**src/amsq_regs.svh**
```systemverilog
// What this block does
// - Chop flips polarity, averages last two conversions
// - Filter reset on each polarity swap
// - Settle delay 2 to 65536 periods selectable
// - Chop period is delay plus 3xOSR
// - Sync fall or OSR change restarts chop
// - First chop result adds 44 extra periods
// - Chop mode disables phase calibration
// - Three power modes from 2-bit field
// - Standby command disables channels, keeps settings
// - Wake command, sampling after 8 periods
// - Short sync pulse enters detect from standby
// - Detect samples on internal oscillator, hidden
// - Enough hits: data-ready fall, back to standby
// - 24-bit threshold; detect enable bit
// - Length field: 128 to 3584 samples
// - Hit count field rejects isolated exceedances
// - All-channels bit selects all or any
// - Only enabled channels join detection
// - Serial mode 1: launch rise, sample fall
// - Chip select high floats output, resets port
// - Long sync low resets until released
// - Data-ready is active low
`ifndef AMSQ_REGS_SVH
`define AMSQ_REGS_SVH
`define AMSQ_CMD_STANDBY 16'h0022
`define AMSQ_CMD_EXIT_STANDBY_COMMAND 16'h0033
`define AMSQ_CMD_BITS 5'h10
`define AMSQ_FIRST_EXTRA_MOD 17'h0002c
`define AMSQ_WAKE_SETTLE_MOD 17'h00008
`define AMSQ_OSR_BASE 17'h00080
`define AMSQ_DLY_BASE 17'h00002
`define AMSQ_CLK_PERIOD_NS 4
`define AMSQ_RESET_PULSE_NS 1000
`define AMSQ_RESET_PULSE_CYC ((`AMSQ_RESET_PULSE_NS + `AMSQ_CLK_PERIOD_NS - 1) / `AMSQ_CLK_PERIOD_NS)
`define AMSQ_CD_PERIOD_NS 370370
`define AMSQ_CD_TICK_CYC (`AMSQ_CD_PERIOD_NS / `AMSQ_CLK_PERIOD_NS)
`define AMSQ_DATA_READY_N_LOW_CYC 4'h8
`define AMSQ_PIN_IDLE 5'h0a
`endif

```
**src/amsq_pkg.sv**
```systemverilog
package amsq_pkg;
  typedef enum logic [1:0] {
    MD_RUN = 2'b00, MD_STANDBY = 2'b01, MD_WAKE = 2'b10, MD_DETECT = 2'b11
  } amsq_mode_t;
  typedef enum logic [1:0] {
    GC_START = 2'b00, GC_DELAY = 2'b01, GC_CONV = 2'b10, GC_OFF = 2'b11
  } amsq_gc_t;
  typedef struct packed {
    logic chop_enable;
    logic [3:0] chop_settle_delay;
    logic [2:0] osr_select;
  } amsq_chop_cfg_t;
  typedef struct packed {
    logic detect_enable;
    logic detect_all_channels;
    logic [2:0] detect_sample_length;
    logic [2:0] detect_hit_count;
    logic [15:0] detect_threshold_high;
    logic [7:0] detect_threshold_low;
  } amsq_cd_cfg_t;
  typedef logic [5:0][23:0] amsq_cd_samples_t;
endpackage : amsq_pkg

```
**src/amsq_top.sv**
```systemverilog
`timescale 1ns/1ns
`include "amsq_regs.svh"
module amsq_top import amsq_pkg::*; #(
  parameter int unsigned CD_TICK_CYC = `AMSQ_CD_TICK_CYC
) (
  // Clock and reset
  input wire logic i_clk_sys,
  input wire logic i_rst,
  // Serial port pins
  input wire logic i_sclk,
  input wire logic i_cs_n,
  input wire logic i_din,
  output logic o_dout,
  output logic o_dout_oe,
  // Control pins
  input wire logic i_sync_rst_n,
  input wire logic i_converter_clock_in,
  output logic o_data_ready_n,
  // Configuration
  input amsq_chop_cfg_t i_chop_cfg,
  input wire logic [1:0] i_power_mode_select,
  input amsq_cd_cfg_t i_cd_cfg,
  input wire logic [5:0] i_channel_enable_bits,
  // Converter datapath
  input wire logic signed [23:0] i_raw_result,
  input amsq_cd_samples_t i_cd_samples,
  output logic signed [23:0] o_chop_result,
  // Converter control and status
  output logic o_input_swap,
  output logic o_filter_reset,
  output logic o_modulator_run,
  output logic [5:0] o_channel_run,
  output logic o_standby,
  output logic o_osc_enable,
  output logic o_phase_cal_off,
  output logic [1:0] o_power_mode,
  output logic o_device_reset
);
  localparam int unsigned RST_CYC = `AMSQ_RESET_PULSE_CYC;

  logic [4:0] sync1_reg, sync2_reg, prev_reg;
  logic sclk_rise, sclk_fall, cs_hi, sync_fall, sync_rise, mod_tick;
  logic [15:0] low_cnt_reg;
  logic pin_reset_reg, rst_all;
  logic [4:0] bit_cnt_reg;
  logic [15:0] shift_in_reg, shift_out_reg;
  logic cmd_stb_reg;
  logic [15:0] cmd_reg;
  amsq_mode_t mode_reg;
  amsq_gc_t gc_reg;
  logic [16:0] tick_cnt_reg, dly_len, conv_len;
  logic [2:0] osr_reg;
  logic have_prev_reg, restart, gc_done;
  logic signed [23:0] prev_reg_res;
  logic [16:0] osc_cnt_reg;
  logic [11:0] samp_cnt_reg, samp_len;
  logic [5:0][3:0] hits_reg;
  logic [5:0] over, met;
  logic [3:0] need;
  logic [23:0] thr;
  logic detected, cd_tick, cd_entry;
  logic [3:0] data_ready_n_cnt_reg;
  logic data_ready_n_start;

  // Two flops on every pin before use; edges compare stage two with stage three
  always_ff @(posedge i_clk_sys) begin
    if (i_rst) begin
      sync1_reg <= `AMSQ_PIN_IDLE;
      sync2_reg <= `AMSQ_PIN_IDLE;
      prev_reg <= `AMSQ_PIN_IDLE;
    end else begin
      sync1_reg <= {i_converter_clock_in, i_sync_rst_n, i_din, i_cs_n, i_sclk};
      sync2_reg <= sync1_reg;
      prev_reg <= sync2_reg;
    end
  end

  assign sclk_rise = sync2_reg[0] & ~prev_reg[0];
  assign sclk_fall = ~sync2_reg[0] & prev_reg[0];
  assign cs_hi = sync2_reg[1];
  assign sync_fall = ~sync2_reg[3] & prev_reg[3];
  assign sync_rise = sync2_reg[3] & ~prev_reg[3];
  assign mod_tick = sync2_reg[4] & ~prev_reg[4]; // One modulator period per rising clock edge

  // Sync pin low time; a long low holds the device in reset until release
  always_ff @(posedge i_clk_sys) begin
    if (i_rst) begin
      low_cnt_reg <= 16'h0000;
      pin_reset_reg <= 1'b0;
    end else if (sync2_reg[3]) begin
      low_cnt_reg <= 16'h0000;
      pin_reset_reg <= 1'b0;
    end else begin
      if (low_cnt_reg < 16'(RST_CYC)) begin
        low_cnt_reg <= low_cnt_reg + 16'h0001;
      end
      if (low_cnt_reg >= 16'(RST_CYC)) begin
        pin_reset_reg <= 1'b1;
      end
    end
  end
  assign rst_all = i_rst | pin_reset_reg;

  // Serial port: mode 1, launch on rise, sample on fall; only the first word is a command
  always_ff @(posedge i_clk_sys) begin
    if (rst_all || cs_hi) begin
      bit_cnt_reg <= 5'h00;
      shift_in_reg <= 16'h0000;
      shift_out_reg <= {o_standby, o_osc_enable, i_chop_cfg.chop_enable, o_power_mode, 11'h000};
      o_dout <= 1'b0;
      o_dout_oe <= 1'b0;
      cmd_stb_reg <= 1'b0;
      cmd_reg <= 16'h0000;
    end else begin
      o_dout_oe <= 1'b1;
      cmd_stb_reg <= 1'b0;
      if (sclk_rise) begin
        o_dout <= shift_out_reg[15];
        shift_out_reg <= {shift_out_reg[14:0], 1'b0};
      end
      if (sclk_fall && bit_cnt_reg < `AMSQ_CMD_BITS) begin
        shift_in_reg <= {shift_in_reg[14:0], sync2_reg[2]};
        bit_cnt_reg <= bit_cnt_reg + 5'h01;
        if (bit_cnt_reg == `AMSQ_CMD_BITS - 5'h01) begin
          cmd_stb_reg <= 1'b1;
          cmd_reg <= {shift_in_reg[14:0], sync2_reg[2]};
        end
      end
    end
  end

  // Detect tick from the internal oscillator stand-in
  assign cd_tick = (mode_reg == MD_DETECT) && (osc_cnt_reg == 17'(CD_TICK_CYC - 1));
  assign cd_entry = (mode_reg == MD_STANDBY) && sync_rise && i_cd_cfg.detect_enable
                    && (low_cnt_reg < 16'(RST_CYC)) && !pin_reset_reg;

  // Power state: run, standby, wake settling, current detect
  always_ff @(posedge i_clk_sys) begin
    if (rst_all) begin
      mode_reg <= MD_RUN;
      osc_cnt_reg <= 17'h00000;
    end else begin
      osc_cnt_reg <= (mode_reg != MD_DETECT || cd_tick) ? 17'h00000 : osc_cnt_reg + 17'h00001;
      case (mode_reg)
        MD_RUN: begin
          if (cmd_stb_reg && cmd_reg == `AMSQ_CMD_STANDBY) mode_reg <= MD_STANDBY;
        end
        MD_STANDBY: begin
          if (cmd_stb_reg && cmd_reg == `AMSQ_CMD_EXIT_STANDBY_COMMAND) mode_reg <= MD_WAKE;
          else if (cd_entry) mode_reg <= MD_DETECT;
        end
        MD_WAKE: begin
          if (cmd_stb_reg && cmd_reg == `AMSQ_CMD_STANDBY) mode_reg <= MD_STANDBY;
          else if (mod_tick && tick_cnt_reg == `AMSQ_WAKE_SETTLE_MOD - 17'h00001) begin
            mode_reg <= MD_RUN;
          end
        end
        MD_DETECT: begin
          if (cd_tick && detected) mode_reg <= MD_STANDBY;
          else if (cmd_stb_reg && cmd_reg == `AMSQ_CMD_STANDBY) mode_reg <= MD_STANDBY;
        end
        default: mode_reg <= MD_RUN;
      endcase
    end
  end

  // Chop sequence lengths in modulator periods
  assign dly_len = `AMSQ_DLY_BASE << i_chop_cfg.chop_settle_delay;
  assign conv_len = 17'((`AMSQ_OSR_BASE << osr_reg) * 3);
  assign restart = (mode_reg == MD_RUN) && (sync_fall || osr_reg != i_chop_cfg.osr_select);
  assign gc_done = (gc_reg == GC_CONV) && mod_tick && tick_cnt_reg == conv_len - 17'h00001;

  // Chop sequencer: 44-period lead-in, then delay and triple conversion per swap
  always_ff @(posedge i_clk_sys) begin
    if (rst_all) begin
      gc_reg <= GC_OFF;
      tick_cnt_reg <= 17'h00000;
      osr_reg <= 3'h0;
      o_input_swap <= 1'b0;
      o_filter_reset <= pin_reset_reg;
      have_prev_reg <= 1'b0;
      prev_reg_res <= 24'sh000000;
      o_chop_result <= 24'sh000000;
    end else begin
      osr_reg <= i_chop_cfg.osr_select;
      o_filter_reset <= 1'b0;
      if (mode_reg == MD_WAKE) begin
        gc_reg <= GC_OFF;
        if (mod_tick) tick_cnt_reg <= tick_cnt_reg + 17'h00001;
      end else if (mode_reg != MD_RUN || !i_chop_cfg.chop_enable) begin
        gc_reg <= GC_OFF;
        tick_cnt_reg <= 17'h00000;
      end else if (restart || gc_reg == GC_OFF) begin
        gc_reg <= GC_START;
        tick_cnt_reg <= 17'h00000;
        o_input_swap <= 1'b0;
        o_filter_reset <= 1'b1;
        have_prev_reg <= 1'b0;
      end else if (mod_tick) begin
        tick_cnt_reg <= tick_cnt_reg + 17'h00001;
        case (gc_reg)
          GC_START: begin
            if (tick_cnt_reg == `AMSQ_FIRST_EXTRA_MOD - 17'h00001) begin
              gc_reg <= GC_DELAY;
              tick_cnt_reg <= 17'h00000;
            end
          end
          GC_DELAY: begin
            if (tick_cnt_reg == dly_len - 17'h00001) begin
              gc_reg <= GC_CONV;
              tick_cnt_reg <= 17'h00000;
            end
          end
          GC_CONV: begin
            if (gc_done) begin
              gc_reg <= GC_DELAY;
              tick_cnt_reg <= 17'h00000;
              o_input_swap <= ~o_input_swap;
              o_filter_reset <= 1'b1;
              prev_reg_res <= i_raw_result;
              have_prev_reg <= 1'b1;
              // Sliding pair average; the shift keeps the sign
              o_chop_result <= 24'((25'(prev_reg_res) + 25'(i_raw_result)) >>> 1);
            end
          end
          default: gc_reg <= GC_START;
        endcase
      end
    end
  end

  // Detect thresholds and per-channel comparison of magnitudes
  assign thr = {i_cd_cfg.detect_threshold_high, i_cd_cfg.detect_threshold_low};
  assign need = {1'b0, i_cd_cfg.detect_hit_count} + 4'h1;
  always_comb begin
    samp_len = 12'h080;
    case (i_cd_cfg.detect_sample_length)
      3'h0: samp_len = 12'h080;
      3'h1: samp_len = 12'h100;
      3'h2: samp_len = 12'h200;
      3'h3: samp_len = 12'h300;
      3'h4: samp_len = 12'h500;
      3'h5: samp_len = 12'h700;
      3'h6: samp_len = 12'ha00;
      default: samp_len = 12'he00;
    endcase
  end
  for (genvar c = 0; c < 6; c++) begin : g_ch
    logic [23:0] mag;
    assign mag = i_cd_samples[c][23] ? 24'(-i_cd_samples[c]) : i_cd_samples[c];
    assign over[c] = i_channel_enable_bits[c] && (mag > thr);
    assign met[c] = (hits_reg[c] + {3'h0, over[c]}) >= need;
  end
  assign detected = i_cd_cfg.detect_all_channels
                    ? ((&(met | ~i_channel_enable_bits)) && (|i_channel_enable_bits))
                    : (|(met & i_channel_enable_bits));

  // Detect run counters; results never leave the block
  always_ff @(posedge i_clk_sys) begin
    if (rst_all || cd_entry) begin
      samp_cnt_reg <= 12'h000;
      hits_reg <= '0;
    end else if (cd_tick) begin
      if (detected || samp_cnt_reg == samp_len - 12'h001) begin
        samp_cnt_reg <= 12'h000;
        hits_reg <= '0;
      end else begin
        samp_cnt_reg <= samp_cnt_reg + 12'h001;
        for (int c = 0; c < 6; c++) begin
          // Saturate so a channel that already met its count cannot wrap back
          if (over[c] && hits_reg[c] < 4'h8) hits_reg[c] <= hits_reg[c] + 4'h1;
        end
      end
    end
  end

  // Data-ready low pulse for each chop result or detection
  assign data_ready_n_start = (gc_done && have_prev_reg && mode_reg == MD_RUN && !restart)
                      || (cd_tick && detected);
  always_ff @(posedge i_clk_sys) begin
    if (rst_all) begin
      data_ready_n_cnt_reg <= 4'h0;
      o_data_ready_n <= 1'b1;
    end else if (data_ready_n_start) begin
      data_ready_n_cnt_reg <= `AMSQ_DATA_READY_N_LOW_CYC - 4'h1;
      o_data_ready_n <= 1'b0;
    end else if (data_ready_n_cnt_reg != 4'h0) begin
      data_ready_n_cnt_reg <= data_ready_n_cnt_reg - 4'h1;
    end else begin
      o_data_ready_n <= 1'b1;
    end
  end

  // Status and analog control outputs, all from flops
  always_ff @(posedge i_clk_sys) begin
    if (i_rst) begin
      o_modulator_run <= 1'b0;
      o_channel_run <= 6'h00;
      o_standby <= 1'b0;
      o_osc_enable <= 1'b0;
      o_phase_cal_off <= 1'b0;
      o_power_mode <= 2'h0;
      o_device_reset <= 1'b0;
    end else begin
      o_modulator_run <= (mode_reg == MD_RUN) && !pin_reset_reg;
      o_channel_run <= (mode_reg == MD_RUN) ? i_channel_enable_bits : 6'h00;
      o_standby <= (mode_reg == MD_STANDBY);
      o_osc_enable <= (mode_reg == MD_DETECT);
      o_phase_cal_off <= i_chop_cfg.chop_enable;
      o_power_mode <= i_power_mode_select;
      o_device_reset <= pin_reset_reg;
    end
  end
endmodule : amsq_top

```
**config.mk**
```make
export PLATFORM = sky130hd
export DESIGN_NAME = amsq_top
export DESIGN_NICKNAME = d
export VERILOG_FILES = /design/src/amsq_pkg.sv /design/src/amsq_top.sv
export VERILOG_INCLUDE_DIRS = /design/src
export SDC_FILE = /design/constraint.sdc
export NUM_CORES = 1
export LEC_CHECK = 0
export BUFFER_PORTS_ARGS = -buffer_cell sky130_fd_sc_hd__buf_4
export CAP_MARGIN = 20
export CORE_UTILIZATION = 59
export CTS_CLUSTER_SIZE = 20
export DETAILED_ROUTE_END_ITERATION = 8
export PLACE_DENSITY = 0.89
export SYNTH_ARGS = -nofsm -noshare
export SYNTH_HDL_FRONTEND = slang
export SYNTH_SLANG_ARGS = --single-unit
```
**constraint.sdc**
```tcl
create_clock -name i_clk_sys -period 10.3 [get_ports i_clk_sys]
set_clock_uncertainty 0.2 [all_clocks]
set_input_delay 1.545 -clock i_clk_sys [delete_from_list [all_inputs] [get_ports i_clk_sys]]
set_output_delay 1.545 -clock i_clk_sys [all_outputs]
set_load 0.02 [all_outputs]
```
==> summary.md <==
| Metric | Value |
|---|---|
| Synth cell types | 72 |
| IO Port Bufs | about 260 |
| Row count | 63 |
| RSZ-0062 raised after global routing | no |
| Sw frac | 27.8% |
| Nets | 2920 |
| Gate Count Post-Synth | roughly 2200 |
| Int Pwr | about 1.7 mW |
| R2R setup slack | 5.61 ns |
| CP Buf/Inv Count | 4 |
| Grt ovf | 0 |
| CP max-delay cell | or4_1 |
| Placed inst area | around 20000 µm² |
| Die span in y | between 150 and 200 µm |
| Syn nets | roughly 2700 |
| Maximum vdd drop | around 0.11 mV |
| Final non-filler cell total | around 2900 |
| Period utilization | approximately four fifths |
| Post-DR wirelength/cell | roughly 17 µm |
| Gate power share | a little under a quarter |
| Final Setup Violations | 0 |
| Crit path DAT | 8.47 ns |
| First-pass GRT wire length | ~80000 µm |
| Layout cells sized above 1 | ~14% |
| Post-cts resize count | 0 |
| Die width | around 180 µm |
| Syn_area_per_cell | 7.92 µm² |
| Slew Limit Fails | 0 |
| Pin count of the biggest net entering global routing | 53 |
| Post-Synth Adder-Cell Area | between 15 and 20% |
| Cell mode on critical path | ha_1 |
| CORE AREA | around 30000 µm² |
| Cell family with most CP delay | simple AND/OR/NAND/NOR gates |
| Minimum clock period | around 8.2 ns |
| Top_reg_cell synth | dfxtp_1 |
| Number of flops mapped to enable cells by yosys | 5 |
| DRT iter0 DRCs | 1249 |
| All-Layer GR Usage | roughly a third |
| Placed wire-length estimate | roughly 39000 µm |
| Largest family of logic cells by synthesized area | simple AND/OR/NAND/NOR gates |
| Vias | between 15000 and 20000 |
| Total wire length | about 50000 µm |
| Largest stage delay on the critical path | approximately 0.58 ns |
| CTS Buffer Depth | 3 |
| Final TNS setup | 0 ns |
| Critical path peak fanout | 14 |
| Pre-antenna DRT Iters | 5 |
| CP required | roughly 11 ns |
| Final Util | between 70% and 80% |
| Yosys Warn Count | 0 |
| Outcome | finished clean |
| Root Buffer Master | clkbuf_16 |
| Final Hold Viols | 0 |
| Least-Margin Pin Slew | between 1 and 1.5 ns |
| Flop pwr share | a little over a third |
| Vias in the first global route | about 17000 |
| CP Capture Type | flip-flop |
| Post-synth top area cell | dfxtp_1 |
| Worst Hold Class | reg2reg |
| Post-synthesis simple-gate area fraction | between 20 and 25% |
| Mux share of post-synthesis cell area | less than 1% |
| Compound-Gate Fraction of Synth Area | 17.5% |
| Initial antenna violation count | 0 |
| Fmax | about 0.12 GHz |
| Post-route ant nets | 0 |
| Placed Cells | ~2800 |
| Initial core utilization | about 60% |
| Synthesized flop and latch total | 220 |
| Worst Setup Start Kind | primary input |
| I/O Pins | approximately 270 |
| Slew headroom | between 30% and 40% |
| Sw Pwr | 0.672 mW |
| Synth-to-layout area growth | 17.5% |
| Power per Cell Area | between 100 and 150 nW/µm² |
| Die area | just over 30000 µm² |
| Clock-pin slew on the worst setup and hold paths | about 0.060 ns |
| Synth Cell Area | 17700 µm² |
| Residual DRC | 0 |
| Via/cell ratio | 6.08 |
| Sequential area share after synthesis | between 20 and 30% |
| Post-route cell area | between 20000 and 25000 µm² |
| Most common library cell in the layout ignoring fill and taps | nand2_1 |
| H-tree levels | 1 |
| CTS Sinks | between 200 and 250 |
| Tot Pwr | 2.41 mW |
| Routability cong. | slightly above 0.9 |
| Clock share of power | 40.3% |
| CTS tree | yes |
| Pleak | slightly below 9 nW |
| Post-Synth XOR/XNOR Area | roughly an eighth |
| # Max-Cap Violations | 0 |
| Clk Latency, worst-skew pair | around 0.53 ns |
| CTS Hold Bufs | 0 |
| Antenna Diode Count | 0 |
| Most frequent cells in the layout | 308 x nand2_1, 271 x buf_4, 241 x ha_1 |
| Top post-synthesis cells by area | dfxtp_1 24%, ha_1 17%, xnor2_1 8.9%, nand2_1 6.5%, a21oi_1 4.0% |
| Num CTS Buffers | 23 |
| Crit Path Class | in2reg |
| Ys async rst share | 0% |
| Setup bufs post-CTS | 0 |
| Synth top area share | between 20% and 30% |
-- power by group through the flow --
| stage | logic (mW) | registers [mW] | clock network, mW |
|---|---|---|---|
| finish | 0.564 | 0.878 | 0.972 |
| global route | 0.621 | 0.879 | 1.02 |
| CTS | 0.556 | 0.878 | 0.983 |
| detailed placement | 0.551 | 0.896 | 0 |
| global placement | 0.521 | 0.895 | 0 |
| floorplan | 0.355 | 0.896 | 0 |
-- worst reg2reg max path: stages, from the launching register on --
cell and delay (ns):
dfxtp_1 0.47, or3b_2 0.53, ha_1 0.30, inv_1 0.04, ha_1 0.32, a21o_1 0.18, and4_1 0.22, or3_1 0.37
a21oi_1 0.23, and4bb_2 0.32, nand3_2 0.73, a311oi_1 0.57, nor2_1 0.09
-- metrics by stage --
step	hold WS (ns)	worst slack, ns
3_5_place_dp	0.206	1.67
2_1_floorplan	0.189	2.39
3_3_place_gp	0.204	1.76
4_1_cts	0.220	2.20
6_report	0.218	2.09
5_1_grt	0.224	1.60
-- per-layer routing --
layer	vias to the layer above	GRT usage [%]	share of wire (%)
met2	732	55.9	48
met5	-	0	0
li1	8422	-	-
met4	0	18.4	5.6
met1	8061	35.6	39
met3	178	5.78	7.5
-- path summary, 6_finish.rpt --
kind / endpoint / startpoint / cells past startpoint
max: hits_reg[0] / i_cd_samples[59] / 27
min: sync2_reg[1] / sync1_reg[1] / 1
min reg2reg: sync2_reg[1] / sync1_reg[1] / 1
max reg2reg: o_chop_result[23] / osr_reg[0] / 12
-- area by class of cell --
class / instances / area [µm²]
Clock buffer: 30 / 632
Clock inverter: 12 / 262
Fill cell: 2279 / 8740
Inverter: 99 / 372
Multi-Input combinational cell: 1838 / 12600
Sequential cell: 220 / 4450
Tap cell: 390 / 488
Timing Repair Buffer: 272 / 2050
-- cells in the mapped netlist, types with 26 or more instances --
| cell type | number |
|---|---|
| xnor2_1 | 181 |
| dfxtp_1 | 215 |
| or3_1 | 30 |
| xor2_1 | 56 |
| clkbuf_1 | 65 |
| nand2b_1 | 36 |
| ha_1 | 241 |
| nor4_1 | 26 |
| inv_1 | 97 |
| o31ai_1 | 54 |
| o21ai_0 | 106 |
| a21o_1 | 41 |
| nor2b_1 | 26 |
| nand3_1 | 65 |
| a21oi_1 | 140 |
| nand4_1 | 58 |
| nor3_1 | 45 |
| nor2_1 | 156 |
| nand2_1 | 308 |
-- cell families (layout without fill, tap and decap cells) --
kind of cell | count (synthesis) | in the layout
and+or+nand+nor | 868 | 868
AOI/OAI and AO/OA | 484 | 484
adders and majority gates | 243 | 243
xor gates and xnor gates | 237 | 237
DFF | 220 | 220
buffers and inverters | 179 | 413
muxes | 6 | 6
(Power assumes the default switching activity.)
